## src/rtl/ngts_pkg.sv

```systemverilog
// Shared constants, operation codes and phase predicates of the NAND timing sequencer pair.
package ngts_pkg;

    ////////////////////////////////////////////////////////////////////////////
    // Clock and counter width.
    localparam int CLK_NS = 8;
    localparam int CNT_W = 24;

    ////////////////////////////////////////////////////////////////////////////
    // Fixed times in nanoseconds.
    localparam int T_READ_INIT_NS = 200000;
    localparam int T_CCS_INIT_NS = 500;
    localparam int T_MP_SHORT_NS = 500;
    localparam int T_CACHE_SHORT_NS = 3000;
    localparam int T_VDLY_NS = 50;
    localparam int T_CEVDLY_NS = 50;
    localparam int T_ENI_NS = 15;
    localparam int T_ENO_NS = 50;

    // Times that a part reports or that vary by part; plain defaults.
    localparam int T_WB_NS = 100;
    localparam int T_ADL_NS = 200;
    localparam int T_WHR_NS = 120;
    localparam int T_FEAT_NS = 1000;
    localparam int T_ITC_NS = 1000;
    localparam int T_READ_NS = 50000;
    localparam int T_CCS_NS = 300;
    localparam int T_PROG_NS = 600000;
    localparam int T_ERASE_NS = 3000000;
    localparam int T_RST_IDLE_NS = 5000;
    localparam int T_RST_PROG_NS = 10000;
    localparam int T_RST_ERASE_NS = 500000;

    ////////////////////////////////////////////////////////////////////////////
    // Least waits round up, longest durations round down, none below one cycle.
    localparam int C_READ_INIT_MIN = (T_READ_INIT_NS + CLK_NS - 1) / CLK_NS;
    localparam int C_CCS_INIT_MIN = (T_CCS_INIT_NS + CLK_NS - 1) / CLK_NS;
    localparam int C_WB_MIN = (T_WB_NS + CLK_NS - 1) / CLK_NS;
    localparam int C_ADL_MIN = (T_ADL_NS + CLK_NS - 1) / CLK_NS;
    localparam int C_WHR_MIN = (T_WHR_NS + CLK_NS - 1) / CLK_NS;
    localparam int C_VDLY_MIN = (T_VDLY_NS + CLK_NS - 1) / CLK_NS;
    localparam int C_CEVDLY_MIN = (T_CEVDLY_NS + CLK_NS - 1) / CLK_NS;
    localparam int C_MP_POLL = (T_MP_SHORT_NS + CLK_NS - 1) / CLK_NS;
    localparam int C_CACHE_POLL = (T_CACHE_SHORT_NS + CLK_NS - 1) / CLK_NS;
    localparam int C_WB_MAX = (T_WB_NS < CLK_NS) ? 1 : T_WB_NS / CLK_NS;
    localparam int C_ENI_MAX = (T_ENI_NS < CLK_NS) ? 1 : T_ENI_NS / CLK_NS;
    localparam int C_ENO_MAX = (T_ENO_NS < CLK_NS) ? 1 : T_ENO_NS / CLK_NS;
    localparam int C_MP_SHORT = (T_MP_SHORT_NS < CLK_NS) ? 1 : T_MP_SHORT_NS / CLK_NS;
    localparam int C_CACHE_SHORT = (T_CACHE_SHORT_NS < CLK_NS) ? 1 : T_CACHE_SHORT_NS / CLK_NS;
    localparam int C_FEAT = (T_FEAT_NS < CLK_NS) ? 1 : T_FEAT_NS / CLK_NS;
    localparam int C_ITC = (T_ITC_NS < CLK_NS) ? 1 : T_ITC_NS / CLK_NS;
    localparam int C_READ = (T_READ_NS < CLK_NS) ? 1 : T_READ_NS / CLK_NS;
    localparam int C_CCS = (T_CCS_NS + CLK_NS - 1) / CLK_NS;
    localparam int C_PROG = (T_PROG_NS < CLK_NS) ? 1 : T_PROG_NS / CLK_NS;
    localparam int C_ERASE = (T_ERASE_NS < CLK_NS) ? 1 : T_ERASE_NS / CLK_NS;
    localparam int C_RST_IDLE = (T_RST_IDLE_NS < CLK_NS) ? 1 : T_RST_IDLE_NS / CLK_NS;
    localparam int C_RST_PROG = (T_RST_PROG_NS < CLK_NS) ? 1 : T_RST_PROG_NS / CLK_NS;
    localparam int C_RST_ERASE = (T_RST_ERASE_NS < CLK_NS) ? 1 : T_RST_ERASE_NS / CLK_NS;

    ////////////////////////////////////////////////////////////////////////////
    // Operations and interface modes.
    typedef enum logic [3:0] {
        OP_READ = 4'h0, OP_PROG = 4'h1, OP_ERASE = 4'h2, OP_FEAT = 4'h3,
        OP_ITC = 4'h4, OP_RESET = 4'h5, OP_STATUS = 4'h6, OP_READ_ID = 4'h7,
        OP_COL_CHANGE = 4'h8, OP_VOL_SELECT = 4'h9, OP_CACHE_READ = 4'ha,
        OP_CACHE_PROG = 4'hb, OP_MP_READ = 4'hc, OP_MP_PROG = 4'hd,
        OP_MP_ERASE = 4'he, OP_VOL_APPOINT = 4'hf
    } ngts_op_e;

    typedef enum logic [1:0] {
        MODE_SDR = 2'h0, MODE_DDR = 2'h1, MODE_DDR2 = 2'h2
    } ngts_mode_e;

    function automatic logic is_prog_op(input ngts_op_e op);
        return op == OP_PROG || op == OP_CACHE_PROG || op == OP_MP_PROG;
    endfunction : is_prog_op

    function automatic logic is_erase_op(input ngts_op_e op);
        return op == OP_ERASE || op == OP_MP_ERASE;
    endfunction : is_erase_op

    function automatic logic is_busy_op(input ngts_op_e op);
        return !(op == OP_STATUS || op == OP_READ_ID || op == OP_COL_CHANGE
                 || op == OP_VOL_SELECT || op == OP_VOL_APPOINT);
    endfunction : is_busy_op

endpackage : ngts_pkg

```

## src/rtl/ngts_link_if.sv

```systemverilog
// Command, strobe and status link between the host sequencer and the flash target.
`timescale 1ns/10ps
`default_nettype none
interface ngts_link_if (
    input wire logic clk
);
    logic ce_n;
    logic cmd_strobe;
    ngts_pkg::ngts_op_e cmd_op;
    logic data_strobe;
    logic p4_strobe;
    logic out_strobe;
    ngts_pkg::ngts_mode_e iface_mode;
    logic rb_n;
    logic status_ready;

    modport host (
        output ce_n, cmd_strobe, cmd_op, data_strobe, p4_strobe, out_strobe, iface_mode,
        input rb_n, status_ready
    );

    modport device (
        input ce_n, cmd_strobe, cmd_op, data_strobe, p4_strobe, out_strobe, iface_mode,
        output rb_n, status_ready
    );
endinterface : ngts_link_if
`default_nettype wire

```

## src/rtl/ngts_host.sv

```systemverilog
// Host end: issues operations and keeps every wait and busy poll of the flash target.
`timescale 1ns/10ps
`default_nettype none
// Function
// - first parameter read uses fixed waits
// - later reads use reported waits
// - reset limit depends on operation
// - ready/busy low throughout reset
// - status bit drops within busy_start_delay
// - no command inside busy_start_delay
// - feature busy starts at fourth byte in DDR2 mode, at the command otherwise
// - address_to_data_load_delay before data
// - input_to_output_turnaround before data output
// - column_change_setup after column change
// - status bit low during feature/mode change
// - use reported durations, fixed short limits
// - multiplane short busy bounded by full
// - cache busy polled, longer busy tolerated
// - pin reduction configured in single rate
// - volume_select_command_gap before next command
// - chip enable low volume_select_deselect_gap
// - enumeration input low ignores commands
// - enumeration output low after chip enable
// - host meets every timing limit
module ngts_host #(
    parameter int WB_CYC = ngts_pkg::C_WB_MIN,
    parameter int ADL_CYC = ngts_pkg::C_ADL_MIN,
    parameter int WHR_CYC = ngts_pkg::C_WHR_MIN,
    parameter int VDLY_CYC = ngts_pkg::C_VDLY_MIN,
    parameter int CEVDLY_CYC = ngts_pkg::C_CEVDLY_MIN,
    parameter int READ_INIT_CYC = ngts_pkg::C_READ_INIT_MIN,
    parameter int CCS_INIT_CYC = ngts_pkg::C_CCS_INIT_MIN,
    parameter int MP_POLL_CYC = ngts_pkg::C_MP_POLL,
    parameter int CACHE_POLL_CYC = ngts_pkg::C_CACHE_POLL
) (
    input wire logic clk,
    input wire logic rst_n,
    ngts_link_if.host link,
    input wire logic op_valid,
    input wire ngts_pkg::ngts_op_e op_code,
    input wire ngts_pkg::ngts_mode_e iface_mode_in,
    input wire logic init_done,
    input wire logic [ngts_pkg::CNT_W-1:0] cfg_read_cyc,
    input wire logic [ngts_pkg::CNT_W-1:0] cfg_ccs_cyc,
    output logic op_accept,
    output logic op_refused,
    output logic op_done
);
    localparam int CW = ngts_pkg::CNT_W;
    localparam int SEL_CYC = (VDLY_CYC > CEVDLY_CYC) ? VDLY_CYC : CEVDLY_CYC;
    // programmable rounded wait counts
    // A volume command is also followed by the busy_start_delay before the next command.
    localparam int VOL_CYC = (SEL_CYC > WB_CYC) ? SEL_CYC : WB_CYC;

    if (WB_CYC < 1 || ADL_CYC < 1 || WHR_CYC < 1 || VDLY_CYC < 1 || CEVDLY_CYC < 1
        || READ_INIT_CYC < 1 || CCS_INIT_CYC < 1 || MP_POLL_CYC < 1 || CACHE_POLL_CYC < 1
        || READ_INIT_CYC >= 2 ** CW) begin : g_bad_param
        $error("ngts_host: wait counts out of range");
    end

    typedef enum logic [8:0] {
        H_IDLE = 9'b000000001,
        H_CMD = 9'b000000010,
        H_LOAD = 9'b000000100,
        H_P4 = 9'b000001000,
        H_WB = 9'b000010000,
        H_WAIT = 9'b000100000,
        H_POLL = 9'b001000000,
        H_GAP = 9'b010000000,
        H_DONE = 9'b100000000
    } ngts_hstate_e;

    ngts_hstate_e state;
    ngts_pkg::ngts_op_e op_q;
    logic [CW-1:0] cnt;
    logic cnt_last;
    logic start;
    logic refuse;
    logic [CW-1:0] poll_len;
    logic [CW-1:0] gap_len;
    logic ready_seen;

    assign cnt_last = cnt == CW'(1);
    // pin reduction setup in single rate
    assign refuse = op_code == ngts_pkg::OP_VOL_APPOINT && iface_mode_in != ngts_pkg::MODE_SDR;
    assign start = state == H_IDLE && op_valid && !refuse;
    assign poll_len = (op_q == ngts_pkg::OP_CACHE_READ || op_q == ngts_pkg::OP_CACHE_PROG) ?
                      CW'(CACHE_POLL_CYC) :
                      (op_q == ngts_pkg::OP_MP_READ || op_q == ngts_pkg::OP_MP_PROG
                       || op_q == ngts_pkg::OP_MP_ERASE) ? CW'(MP_POLL_CYC) : CW'(1);
    assign gap_len = (op_q == ngts_pkg::OP_COL_CHANGE) ?
                     (init_done ? cfg_ccs_cyc : CW'(CCS_INIT_CYC)) :
                     (op_q == ngts_pkg::OP_STATUS || op_q == ngts_pkg::OP_READ_ID) ?
                     CW'(WHR_CYC) : CW'(VOL_CYC);
    // Reset completion is seen on ready/busy, other operations on the status bit.
    assign ready_seen = (op_q == ngts_pkg::OP_RESET) ? link.rb_n : link.status_ready;

    ////////////////////////////////////////////////////////////////////////////
    // Operation sequencing and wait counting.
    always_ff @(posedge clk) begin
        if (!rst_n) begin
            state <= H_IDLE;
            op_q <= ngts_pkg::OP_READ;
            cnt <= '0;
        end else begin
            unique case (state)
                H_IDLE: begin
                    if (start) begin
                        op_q <= op_code;
                        state <= H_CMD;
                    end
                end
                H_CMD: begin
                    if (ngts_pkg::is_prog_op(op_q)) begin
                        state <= H_LOAD;
                        cnt <= CW'(ADL_CYC);
                    end else if (op_q == ngts_pkg::OP_FEAT
                                 && link.iface_mode == ngts_pkg::MODE_DDR2) begin
                        state <= H_P4;
                    end else if (ngts_pkg::is_busy_op(op_q)) begin
                        state <= H_WB;
                        cnt <= CW'(WB_CYC);
                    end else begin
                        state <= H_GAP;
                        cnt <= gap_len;
                    end
                end
                H_LOAD: begin
                    cnt <= cnt - CW'(1);
                    if (cnt_last) begin
                        state <= H_WB;
                        cnt <= CW'(WB_CYC) + CW'(1);
                    end
                end
                H_P4: begin
                    state <= H_WB;
                    cnt <= CW'(WB_CYC) + CW'(1);
                end
                H_WB: begin
                    cnt <= cnt - CW'(1);
                    if (cnt_last) begin
                        if (op_q == ngts_pkg::OP_READ) begin
                            state <= H_WAIT;
                            cnt <= init_done ? cfg_read_cyc : CW'(READ_INIT_CYC);
                        end else begin
                            state <= H_POLL;
                            cnt <= poll_len;
                        end
                    end
                end
                H_WAIT: begin
                    cnt <= cnt - CW'(1);
                    if (cnt_last) begin
                        state <= H_POLL;
                        cnt <= poll_len;
                    end
                end
                H_POLL: begin
                    cnt <= cnt - CW'(1);
                    if (cnt_last) begin
                        if (ready_seen) begin
                            state <= H_DONE;
                        end else begin
                            cnt <= poll_len;
                        end
                    end
                end
                H_GAP: begin
                    cnt <= cnt - CW'(1);
                    if (cnt_last) begin
                        state <= H_DONE;
                    end
                end
                H_DONE: begin
                    state <= H_IDLE;
                end
            endcase
        end
    end

    ////////////////////////////////////////////////////////////////////////////
    // Link strobes, chip enable and user handshake, all registered.
    always_ff @(posedge clk) begin
        if (!rst_n) begin
            link.ce_n <= 1'b1;
            link.cmd_strobe <= 1'b0;
            link.cmd_op <= ngts_pkg::OP_READ;
            link.data_strobe <= 1'b0;
            link.p4_strobe <= 1'b0;
            link.out_strobe <= 1'b0;
            link.iface_mode <= ngts_pkg::MODE_SDR;
            op_accept <= 1'b0;
            op_refused <= 1'b0;
            op_done <= 1'b0;
        end else begin
            link.iface_mode <= iface_mode_in;
            if (start) begin
                link.ce_n <= 1'b0;
            end else if (state == H_DONE) begin
                link.ce_n <= 1'b1;
            end
            link.cmd_strobe <= state == H_CMD;
            if (state == H_CMD) begin
                link.cmd_op <= op_q;
            end
            link.data_strobe <= state == H_LOAD && cnt_last;
            link.p4_strobe <= state == H_P4;
            link.out_strobe <= state == H_GAP && cnt_last
                               && (op_q == ngts_pkg::OP_STATUS || op_q == ngts_pkg::OP_READ_ID);
            op_accept <= state == H_IDLE && op_valid;
            op_refused <= state == H_IDLE && op_valid && refuse;
            op_done <= state == H_DONE;
        end
    end

endmodule : ngts_host
`default_nettype wire

```

## src/flat_wrapper.sv

```systemverilog
// flat-port wrapper written by rule: the top's interface ports become plain ports
module ngts_host_flat 
#(
    parameter int WB_CYC = ngts_pkg::C_WB_MIN,
    parameter int ADL_CYC = ngts_pkg::C_ADL_MIN,
    parameter int WHR_CYC = ngts_pkg::C_WHR_MIN,
    parameter int VDLY_CYC = ngts_pkg::C_VDLY_MIN,
    parameter int CEVDLY_CYC = ngts_pkg::C_CEVDLY_MIN,
    parameter int READ_INIT_CYC = ngts_pkg::C_READ_INIT_MIN,
    parameter int CCS_INIT_CYC = ngts_pkg::C_CCS_INIT_MIN,
    parameter int MP_POLL_CYC = ngts_pkg::C_MP_POLL,
    parameter int CACHE_POLL_CYC = ngts_pkg::C_CACHE_POLL
)
  (clk, rst_n, op_valid, op_code, iface_mode_in, init_done, cfg_read_cyc, cfg_ccs_cyc, op_accept, op_refused, op_done, link_ce_n, link_cmd_strobe, link_cmd_op, link_data_strobe, link_p4_strobe, link_out_strobe, link_iface_mode, link_rb_n, link_status_ready);
  ngts_link_if link_i (.clk(clk));
  input wire logic clk;
  input wire logic rst_n;
  input wire logic op_valid;
  input wire ngts_pkg::ngts_op_e op_code;
  input wire ngts_pkg::ngts_mode_e iface_mode_in;
  input wire logic init_done;
  input wire logic [ngts_pkg::CNT_W-1:0] cfg_read_cyc;
  input wire logic [ngts_pkg::CNT_W-1:0] cfg_ccs_cyc;
  output logic op_accept;
  output logic op_refused;
  output logic op_done;
  output wire logic [$bits(link_i.ce_n)-1:0] link_ce_n;
  output wire logic [$bits(link_i.cmd_strobe)-1:0] link_cmd_strobe;
  output wire logic [$bits(link_i.cmd_op)-1:0] link_cmd_op;
  output wire logic [$bits(link_i.data_strobe)-1:0] link_data_strobe;
  output wire logic [$bits(link_i.p4_strobe)-1:0] link_p4_strobe;
  output wire logic [$bits(link_i.out_strobe)-1:0] link_out_strobe;
  output wire logic [$bits(link_i.iface_mode)-1:0] link_iface_mode;
  input wire logic [$bits(link_i.rb_n)-1:0] link_rb_n;
  input wire logic [$bits(link_i.status_ready)-1:0] link_status_ready;
  assign link_ce_n = link_i.ce_n;
  assign link_cmd_strobe = link_i.cmd_strobe;
  assign link_cmd_op = link_i.cmd_op;
  assign link_data_strobe = link_i.data_strobe;
  assign link_p4_strobe = link_i.p4_strobe;
  assign link_out_strobe = link_i.out_strobe;
  assign link_iface_mode = link_i.iface_mode;
  assign link_i.rb_n = link_rb_n;
  assign link_i.status_ready = link_status_ready;
  ngts_host #(.WB_CYC(WB_CYC), .ADL_CYC(ADL_CYC), .WHR_CYC(WHR_CYC), .VDLY_CYC(VDLY_CYC), .CEVDLY_CYC(CEVDLY_CYC), .READ_INIT_CYC(READ_INIT_CYC), .CCS_INIT_CYC(CCS_INIT_CYC), .MP_POLL_CYC(MP_POLL_CYC), .CACHE_POLL_CYC(CACHE_POLL_CYC)) u_core (.clk(clk), .rst_n(rst_n), .link(link_i), .op_valid(op_valid), .op_code(op_code), .iface_mode_in(iface_mode_in), .init_done(init_done), .cfg_read_cyc(cfg_read_cyc), .cfg_ccs_cyc(cfg_ccs_cyc), .op_accept(op_accept), .op_refused(op_refused), .op_done(op_done));
endmodule
```

## config.mk

```make
export PLATFORM = sky130hd
export DESIGN_NAME = ngts_host_flat
export DESIGN_NICKNAME = d
export VERILOG_FILES = /design/src/rtl/ngts_pkg.sv /design/src/rtl/ngts_link_if.sv /design/src/rtl/ngts_host.sv /design/src/flat_wrapper.sv
export SDC_FILE = /design/constraint.sdc
export NUM_CORES = 1
export LEC_CHECK = 0
export BUFFER_PORTS_ARGS = -buffer_cell sky130_fd_sc_hd__buf_2
export CELL_PAD_IN_SITES_DETAIL_PLACEMENT = 0
export CELL_PAD_IN_SITES_GLOBAL_PLACEMENT = 1
export CORE_AREA = 8 8 117 119
export DETAILED_ROUTE_END_ITERATION = 8
export DIE_AREA = 0 0 125 127
export PLACE_DENSITY = 0.6
export SLEW_MARGIN = 5
export SYNTH_ARGS = -nofsm -noshare
export SYNTH_HDL_FRONTEND = slang
export SYNTH_SLANG_ARGS = --single-unit
```

## constraint.sdc

```tcl
create_clock -name clk -period 4.1 [get_ports clk]
set_input_delay 1.23 -clock clk [delete_from_list [all_inputs] [get_ports clk]]
set_output_delay 1.23 -clock clk [all_outputs]
set_load 0.02 [all_outputs]
```

==> summary.md, run 1 <==
| Metric | Value |
|---|---|
| # clock sinks | `51` |
| Final hold viol count | `0` |
| EDFF count, synth | `0` |
| TNS Setup | `0 ps` |
| H-tree levels | `2` |
| Setup CP Type | `reg2reg` |
| # resized after CTS | `0` |
| Post-synth ARST share | `0` |
| Post-Syn Nets | `539` |
| CP arrival | `3100 ps` |
| Worst-margin pin slew | `995 ps` |
| Clock Root Buffer | `clkbuf_16` |
| Area grow syn2layout | `19.7%` |
| Hold slack | `467 ps` |
| Clock transition at path regs | `70 ps` |
| # rows | `40` |
| Post-CTS Setup Bufs | `0` |
| Vias in the first global route | `3857` |
| Die ar. | `15900 sq um` |
| RSZ-0062 raised after global routing | `false` |
| Port bufs | `73` |
| Slew HR | `0.330` |
| Via-to-Cell Ratio | `5.59` |
| Tot GR Track Use | `0.165` |
| Worst Setup Slack, final | `1240 ps` |
| Initial Util | `0.295` |
| Post-Syn Instances | `477` |
| Clock skew | `4.60 ps` |
| RD Place Congestion | `0.867` |
| GRT overflow | `0` |
| Wire length per cell after detailed routing | `19.3 um` |
| Area of the multi-input gates | `2300 sq um` |
| Post-DP Area | `3970 sq um` |
| Placed Instances | `677` |
| Mapped Area | `3480 sq um` |
| Max VDD drop | `0.178 mV` |
| Static Leakage | `1.67 nW` |
| First-pass GRT wire length | `21.2 mm` |
| Seq. cell area | `1020 sq um` |
| Diode count | `0` |
| Final instance area | `4170 sq um` |
| Layout cells sized above 1 | `0.203` |
| Dominant cell type by area after synthesis | `dfxtp_1` |
| Hold_buf cts | `0` |
| Top cells by area, synth | `dfxtp_1 (29%), a21oi_1 (6.9%), o21ai_0 (6.2%)` |
| Vias | `3831` |
| Final-report setup violation count | `0` |
| Final Util | `0.353` |
| Max Fclk | `0.350 GHz` |
| Post-route antenna net violation count | `0` |
| CP Capture Type | `flip-flop` |
| Power per cell area | `434 nW/um^2` |
| Synth Warn # | `0` |
| Hold crit path type | `reg2reg` |
| Yosys reg bits | `51` |
| Crit start category | `flip-flop` |
| Die height | `127 um` |
| DR iter-0 viols | `391` |
| CTS tree | `built` |
| Core area | `11800 sq um` |
| Critical Path RT | `4340 ps` |
| Initial antenna violation count | `0` |
| Clock Latency Late Sink | `300 ps` |
| Seq/Total Area, Yosys | `0.293` |
| Pre-CTS WS | `1160 ps` |
| Layout net count | `599` |
| Tmin final | `2860 ps` |
| Routed WL | `13.3 mm` |
| Synthesized area per cell | `7.30 sq um` |
| Post-synth cell types | `66` |
| Synth Flop Type | `dfxtp_1` |
| Slew Limit Fails | `0` |
| Fillers | `1284` |
| Largest net degree at the start of global routing | `28` |
| Clock tree buffer depth | `2` |
| DR pass1 iterations | `5` |
| Final worst-path cycle share | `0.697` |
| Tot Pwr | `1.81 mW` |
| Outcome | `finished, final reports clean` |
| CTS buffer count | `5` |
| Final cell count without fillers | `685` |
| Yosys top cell area share | `0.293` |
| DRC viols | `0` |
| Die span in x | `125 um` |
| CP max FO | `13` |
| Top-Level Pins | `74` |
| Post-DP HPWL | `10.1 mm` |
| Total of max-cap violations | `0` |
## cells in the mapped netlist, types with 7 or more instances
cell type / n
a21oi_1: 48
a221oi_1: 7
clkbuf_1: 23
dfxtp_1: 51
nand2_1: 57
nand2b_1: 9
nand3_1: 10
nor2_1: 53
nor2b_1: 10
nor3_1: 19
nor4_1: 10
o21ai_0: 43
xor2_1: 9
## worst max-delay path, stage by stage (launching register included)
cell and delay (ps):
dfxtp_1 430, nor3_2 490, o21ai_0 240, a21oi_1 500, a21o_1 450, nand2_1 260
o21ai_0 250, a22o_1 170
## registers in the layout (all words and copies together), names as in the netlist
name / flops
u_core.link.ce_n: 1
u_core.link.data_strobe: 1
u_core.cnt: 24
u_core.op_q: 4
u_core.state: 9
u_core.op_done: 1
u_core.link.p4_strobe: 1
u_core.link.iface_mode: 2
u_core.link.cmd_op: 4
u_core.op_accept: 1
u_core.link.cmd_strobe: 1
u_core.op_refused: 1
u_core.link.out_strobe: 1
## final cells by class
| cell class | count | area share |
|---|---|---|
| repair buffers | 84 | 0.108 |
| clock buffers | 5 | 0.0300 |
| inverters | 6 | 0.00541 |
| well taps | 147 | 0.0441 |
| clock inverters | 3 | 0.0162 |
| flip-flops and latches | 51 | 0.245 |
| multi-input cells | 389 | 0.552 |
## placed cells by master, fill, tap and decap left out, types with 6 or more instances in the layout
cell type  instances
nor2b_1           10
buf_4             11
xor2_1             9
o21ai_0           43
nor2_1            53
dfxtp_1           51
nor4_1            10
nand2_1           57
inv_1              6
a221oi_1           7
nand3_1           10
a21oi_1           48
nor3_1            19
nand2b_1           9
or3_1              6
buf_2             73
## power by group
group	switching (mW)	internal [mW]
Sequential	0.0613	0.532
Clock	0.207	0.350
Combinational	0.413	0.242
Total	0.682	1.12
## metal layers
metal  part of all wire  track usage  wire length (um)
met5                  0            0                 0
met4              0.017       0.0516               228
met1               0.48        0.227              6410
met2               0.44        0.261              5810
met3              0.060       0.0233               798
## cell families after synthesis
group	share of synthesized area
muxes	0.0144
buffers and inverters	0.0464
adders and majority gates	0.00719
xor gates and xnor gates	0.0302
and+or+nand+nor	0.330
DFF	0.293
AOI/OAI and AO/OA	0.278
## worst paths after layout
kind / startpoint / to / slack, ps / depth (start not counted)
setup / recovery: u_core.state[6] / u_core.cnt[17] / 1240 / 7
hold / removal: u_core.link.cmd_op[2] / u_core.link.cmd_op[2] / 470 / 2
setup reg to reg: u_core.state[6] / u_core.cnt[17] / 1240 / 7
hold reg to reg: u_core.link.cmd_op[2] / u_core.link.cmd_op[2] / 470 / 2
Power figures use the tool's default switching activity.
==> run 2: changes to the inputs <==
PLACE_DENSITY = 0.63   (was 0.6)
clock period = 2.5 ns   (was 4.1 ns; I/O delays follow)
==> run 2 against run 1 <==
Via count is 5.8% higher; wire length up 1.1%; combinational power grew 100%; maximum frequency up 19%; register-to-register slack worse by 1200 ps; sequential cell count did not move; global-route usage is 0.16 points lower; clock skew grew 1.9 ps; largest cell class unchanged.
==> summary.md, run 2 (synthesis results as in run 1) <==
| Metric | Value |
|---|---|
| Regs by FF count | `u_core.cnt x24, u_core.state x9` |
| Biggest register | `u_core.cnt` |
| Clock skew | `6.52 ps` |
| WL met2 | `5.88 mm` |
| Internal cell power | `2.00 mW` |
| Hold_buf cts | `0` |
| Most used cell, CP | `nand2_1` |
| Final Util | `0.392` |
| Top-Level Pins | `74` |
| Clock tree buffer depth | `2` |
| Diode count | `0` |
| First-pass GRT wire length | `20.9 mm` |
| Setup crit start | `u_core.cnt[9]` |
| Die span in x | `125 um` |
| DR iter-0 viols | `295` |
| Clock transition at path regs | `70 ps` |
| DRC viols | `0` |
| Routed WL | `13.4 mm` |
| Port bufs | `73` |
| Clock power share | `0.289` |
| CP Capture Type | `flip-flop` |
| CP peak stage delay | `520 ps` |
| Static Leakage | `1.96 nW` |
| Routed wl met3 | `902 um` |
| Vias | `4053` |
| Layout cells sized above 1 | `0.287` |
| Clock Latency Late Sink | `300 ps` |
| Worst R2R Start | `u_core.cnt[9]` |
| Layout net count | `654` |
| CTS tree | `built` |
| Tot GR Track Use | `0.164` |
| DR pass1 iterations | `5` |
| Flop-to-flop setup slack | `90 ps` |
| Initial antenna violation count | `0` |
| Die ar. | `15900 sq um` |
| Post-DP HPWL | `10.7 mm` |
| Via-to-Cell Ratio | `5.48` |
| H-tree levels | `2` |
| Total of max-cap violations | `0` |
| Switch share | `0.365` |
| Critical Path RT | `2690 ps` |
| Initial Util | `0.295` |
| Buf/Inv on CP | `0` |
| Largest register FFs | `24` |
| CP Depth | `7` |
| Tmin final | `2410 ps` |
| Highest metal used | `met4` |
| Worst-margin pin slew | `469 ps` |
| # clock sinks | `51` |
| Core area | `11800 sq um` |
| Area grow syn2layout | `33.0%` |
| Worst Setup Slack, final | `93.1 ps` |
| End of the critical path | `u_core.cnt[8]` |
| Vias in the first global route | `3948` |
| Sequential share of power | `0.293` |
| Clock Root Buffer | `clkbuf_16` |
| Comb power frac | `0.418` |
| Post-route antenna net violation count | `0` |
| Die height | `127 um` |
| Hold path depth | `2` |
| Most frequent cells in the layout | `buf_2 (73), buf_4 (64), nand2_1 (57), nor2_1 (53), dfxtp_1 (49)` |
| CP max FO | `9` |
| CP arrival | `2600 ps` |
| Setup CP Type | `reg2reg` |
| CTS buffer count | `5` |
| Terminus of the critical flop-to-flop path | `u_core.cnt[8]` |
| CP max-delay cell | `or4_4` |
| Final-report setup violation count | `0` |
| Largest net degree at the start of global routing | `28` |
| # rows | `40` |
| RD Place Congestion | `0.900` |
| Outcome | `finished, final reports clean` |
| Slew Limit Fails | `0` |
| Critical path's top delay family | `simple AND/OR/NAND/NOR gates` |
| Max VDD drop | `0.293 mV` |
| Max Fclk | `0.415 GHz` |
| Wire length per cell after detailed routing | `18.1 um` |
| Final hold viol count | `0` |
| Most common cell after layout, fill and taps aside | `buf_2` |
| Crit start category | `flip-flop` |
| Hold crit path type | `reg2reg` |
| Slew HR | `0.684` |
| GRT overflow | `0` |
| Reg2reg path depth | `7` |
| Final worst-path cycle share | `0.963` |
| Power per cell area | `680 nW/um^2` |
| Pre-CTS WS | `65.7 ps` |
| Net load switching power | `1.15 mW` |
| Crit path cell chain | `nor3_1, nand2_1, or4_4, a21o_2, nand2_1, o21ai_0, a211o_1` |
| Met1 WL | `6.39 mm` |
-- run 2: changes by cell type in the layout (fill, tap and decap cells not counted), sizes merged --
| cell | previous run | this run |
|---|---|---|
| buf | 84 | 139 |
-- run 2: cell type report --
| type | instances | area, sq um |
|---|---|---|
| Fill cell | 1264 | 7180 |
| Clock inverter | 3 | 67.6 |
| Multi-Input combinational cell | 389 | 2320 |
| Clock buffer | 5 | 125 |
| Sequential cell | 51 | 1020 |
| Inverter | 6 | 22.5 |
| Tap cell | 147 | 184 |
| Timing Repair Buffer | 139 | 886 |
-- run 2: worst min-delay path by stage --
stage / from / end / slack (ps)
finish: u_core.link.cmd_op[0] / u_core.link.cmd_op[0] / 470
global route: u_core.link.cmd_op[0] / u_core.link.cmd_op[0] / 480
CTS: u_core.link.cmd_op[0] / u_core.link.cmd_op[0] / 470
global placement: u_core.link.cmd_op[1] / u_core.link.cmd_op[1] / 450
floorplan: u_core.cnt[17] / u_core.cnt[17] / 450
detailed placement: u_core.link.cmd_op[0] / u_core.link.cmd_op[0] / 450
-- run 2: per-stage QoR --
step           hold WS [ps]  cells  total power, mW  setup TNS (ps)  cell area, sq um
3_5_place_dp            452    729             2.22               0              4380
3_3_place_gp            446    729             2.22               0              4380
2_1_floorplan           450    477             1.73               0              3480
4_1_cts                 468    737             3.13               0              4570
6_report                466    740             3.15               0              4630
5_1_grt                 484    740             3.32           -5.72              4630
-- run 2: repair_timing --
item / 4_1_cts / 5_1_grt
setup buffers: 0 / 3
setup endpoints to repair: 0 / 15
gates resized for setup: 0 / 7
-- run 2: per-layer routing --
metal / track usage / vias up
met5: 0 / -
met3: 0.0300 / 14
met1: 0.220 / 1894
met2: 0.258 / 157
met4: 0.0573 / 0
li1: - / 1988
-- run 2: power by group through the flow --
stage	Combinational, mW	Clock [mW]	Sequential [mW]
3_5_place_dp	1.27	0	0.943
3_3_place_gp	1.28	0	0.940
2_1_floorplan	0.778	0	0.956
6_report	1.32	0.911	0.925
4_1_cts	1.28	0.918	0.924
5_1_grt	1.43	0.953	0.933
-- run 2: worst reg2reg max path, cell delays in order (launching register included) --
cell	delay, ps
dfxtp_1	350
nor3_1	350
nand2_1	130
or4_4	520
a21o_2	320
nand2_1	200
o21ai_0	130
a211o_1	300
==> run 3: changes to the inputs <==
PLACE_DENSITY = 0.76   (was 0.63)
==> run 3 against run 2 <==
Cell area grew 1.7%; clock-buffer cell count is the same; worst hold slack gained 5.6 ps; global-route usage grew 0.36 points; sequential power grew 0.8%; die area is the same; wire length grew 2.3%; sequential share of layout area shrank 0.39 points; critical endpoint is now u_core.cnt[1]; largest power group unchanged.
==> summary.md, run 3 (synthesis results as in run 1) <==
| Metric | Value |
|---|---|
| Outcome | `finished, final reports clean` |
| Initial antenna violation count | `0` |
| Final Util | `0.399` |
| Clock transition at path regs | `80 ps` |
| Initial Util | `0.295` |
| Max Fclk | `0.413 GHz` |
| H-tree levels | `2` |
| Top-Level Pins | `74` |
| Final instance area | `4710 sq um` |
| Total of max-cap violations | `0` |
| Wire length per cell after detailed routing | `18.4 um` |
| Worst-margin pin slew | `543 ps` |
| Clock tree buffer depth | `2` |
| Final worst-path cycle share | `0.968` |
| Area grow syn2layout | `35.3%` |
| Crit path cell chain | `nor4_4, nand3_2, or4_1, or3_1, a21oi_1, nand2_1, a32o_1` |
| Diode count | `0` |
| Final-report setup violation count | `0` |
| Hold crit path type | `reg2reg` |
| Clock Latency Late Sink | `300 ps` |
| Routed WL | `13.7 mm` |
| Tmin final | `2420 ps` |
| CTS buffer count | `5` |
| DR iter-0 viols | `293` |
| First-pass GRT wire length | `21.4 mm` |
| CP max-delay cell | `or4_1` |
| Biggest register | `u_core.cnt` |
| Final hold viol count | `0` |
| Layout net count | `659` |
| Static Leakage | `2.00 nW` |
| Tot GR Track Use | `0.167` |
| DRC viols | `0` |
| Power per cell area | `679 nW/um^2` |
| CP peak stage delay | `610 ps` |
| Die height | `127 um` |
| Port bufs | `73` |
| Clock Root Buffer | `clkbuf_16` |
| Post-DP HPWL | `10.7 mm` |
| Fillers | `1248` |
| Slew Limit Fails | `0` |
| CP Capture Type | `flip-flop` |
| Setup CP Type | `reg2reg` |
| Vias in the first global route | `4058` |
| Worst Setup Slack, final | `78.8 ps` |
| CTS tree | `built` |
| Post-DP Area | `4440 sq um` |
| CP arrival | `2620 ps` |
| Die ar. | `15900 sq um` |
| Clock skew | `5.27 ps` |
| Most frequent cells in the layout | `buf_2 (73), buf_4 (67), nand2_1 (56), nor2_1 (53), dfxtp_1 (50)` |
| Post-route antenna net violation count | `0` |
| Max VDD drop | `0.298 mV` |
| Most common cell after layout, fill and taps aside | `buf_2` |
| Crit start category | `flip-flop` |
| Die span in x | `125 um` |
| CP max FO | `5` |
| Core area | `11800 sq um` |
| Largest register FFs | `24` |
| Largest net degree at the start of global routing | `27` |
| Critical Path RT | `2700 ps` |
| Pre-CTS WS | `8.89 ps` |
| Via-to-Cell Ratio | `5.51` |
| GRT overflow | `0` |
| Critical path's top delay family | `simple AND/OR/NAND/NOR gates` |
| Slew HR | `0.635` |
| Regs by FF count | `u_core.cnt x24, u_core.state x9` |
| Vias | `4107` |
| DR pass1 iterations | `5` |
| # rows | `40` |
| # clock sinks | `51` |
| RD Place Congestion | `0.917` |
| Layout cells sized above 1 | `0.294` |
| Buf/Inv on CP | `0` |
## run 3: layer usage
metal | global-route usage | vias to the layer above | part of all wire
li1 | - | 1999 | -
met1 | 0.214 | 1927 | 0.44
met2 | 0.278 | 160 | 0.47
met3 | 0.0241 | 21 | 0.066
met4 | 0.0666 | 0 | 0.022
met5 | 0 | - | 0
## run 3: per-stage QoR
step           cells  hold WS [ps]  power [mW]  setup TNS (ps)
6_report         745           471        3.20               0
5_1_grt          745           493        3.38           -31.7
4_1_cts          741           469        3.18               0
3_5_place_dp     733           449        2.25               0
3_3_place_gp     733           451        2.25               0
2_1_floorplan    477           450        1.73               0
## run 3: what timing repair did
item / 4_1_cts / 5_1_grt
endpoints found under the hold margin: 0 / 0
pin swaps: 0 / 2
setup buffers: 0 / 4
endpoints found under the setup margin: 1 / 12
hold buffers: 0 / 0
gates resized for setup: 1 / 8
## run 3: report_power, final
group          switching [mW]  internal, mW
combinational           0.755         0.586
sequential             0.0591         0.873
clock                   0.347         0.575
## run 3: worst min-delay path, stage by stage (launching register included)
cell	delay, ps
dfxtp_1	320
nand2_1	50
a21oi_1	50
## run 3: final cells by class
type | instances | area (sq um) | area share
clock buffer | 5 | 125 | 0.0266
tap | 147 | 184 | 0.0391
sequential | 51 | 1020 | 0.217
timing repair buffer | 144 | 948 | 0.201
multi-input combinational | 389 | 2340 | 0.497
inverter | 6 | 22.5 | 0.00478
clock inverter | 3 | 67.6 | 0.0144
## run 3: final timing paths
| path | from | endpoint | slack (ps) | depth (start not counted) |
|---|---|---|---|---|
| worst min-delay path | u_core.link.cmd_op[3] | u_core.link.cmd_op[3] | 470 | 2 |
| worst min register to register | u_core.link.cmd_op[3] | u_core.link.cmd_op[3] | 470 | 2 |
| worst max register to register | u_core.cnt[12] | u_core.cnt[1] | 80 | 7 |
| worst max-delay path | u_core.cnt[12] | u_core.cnt[1] | 80 | 7 |
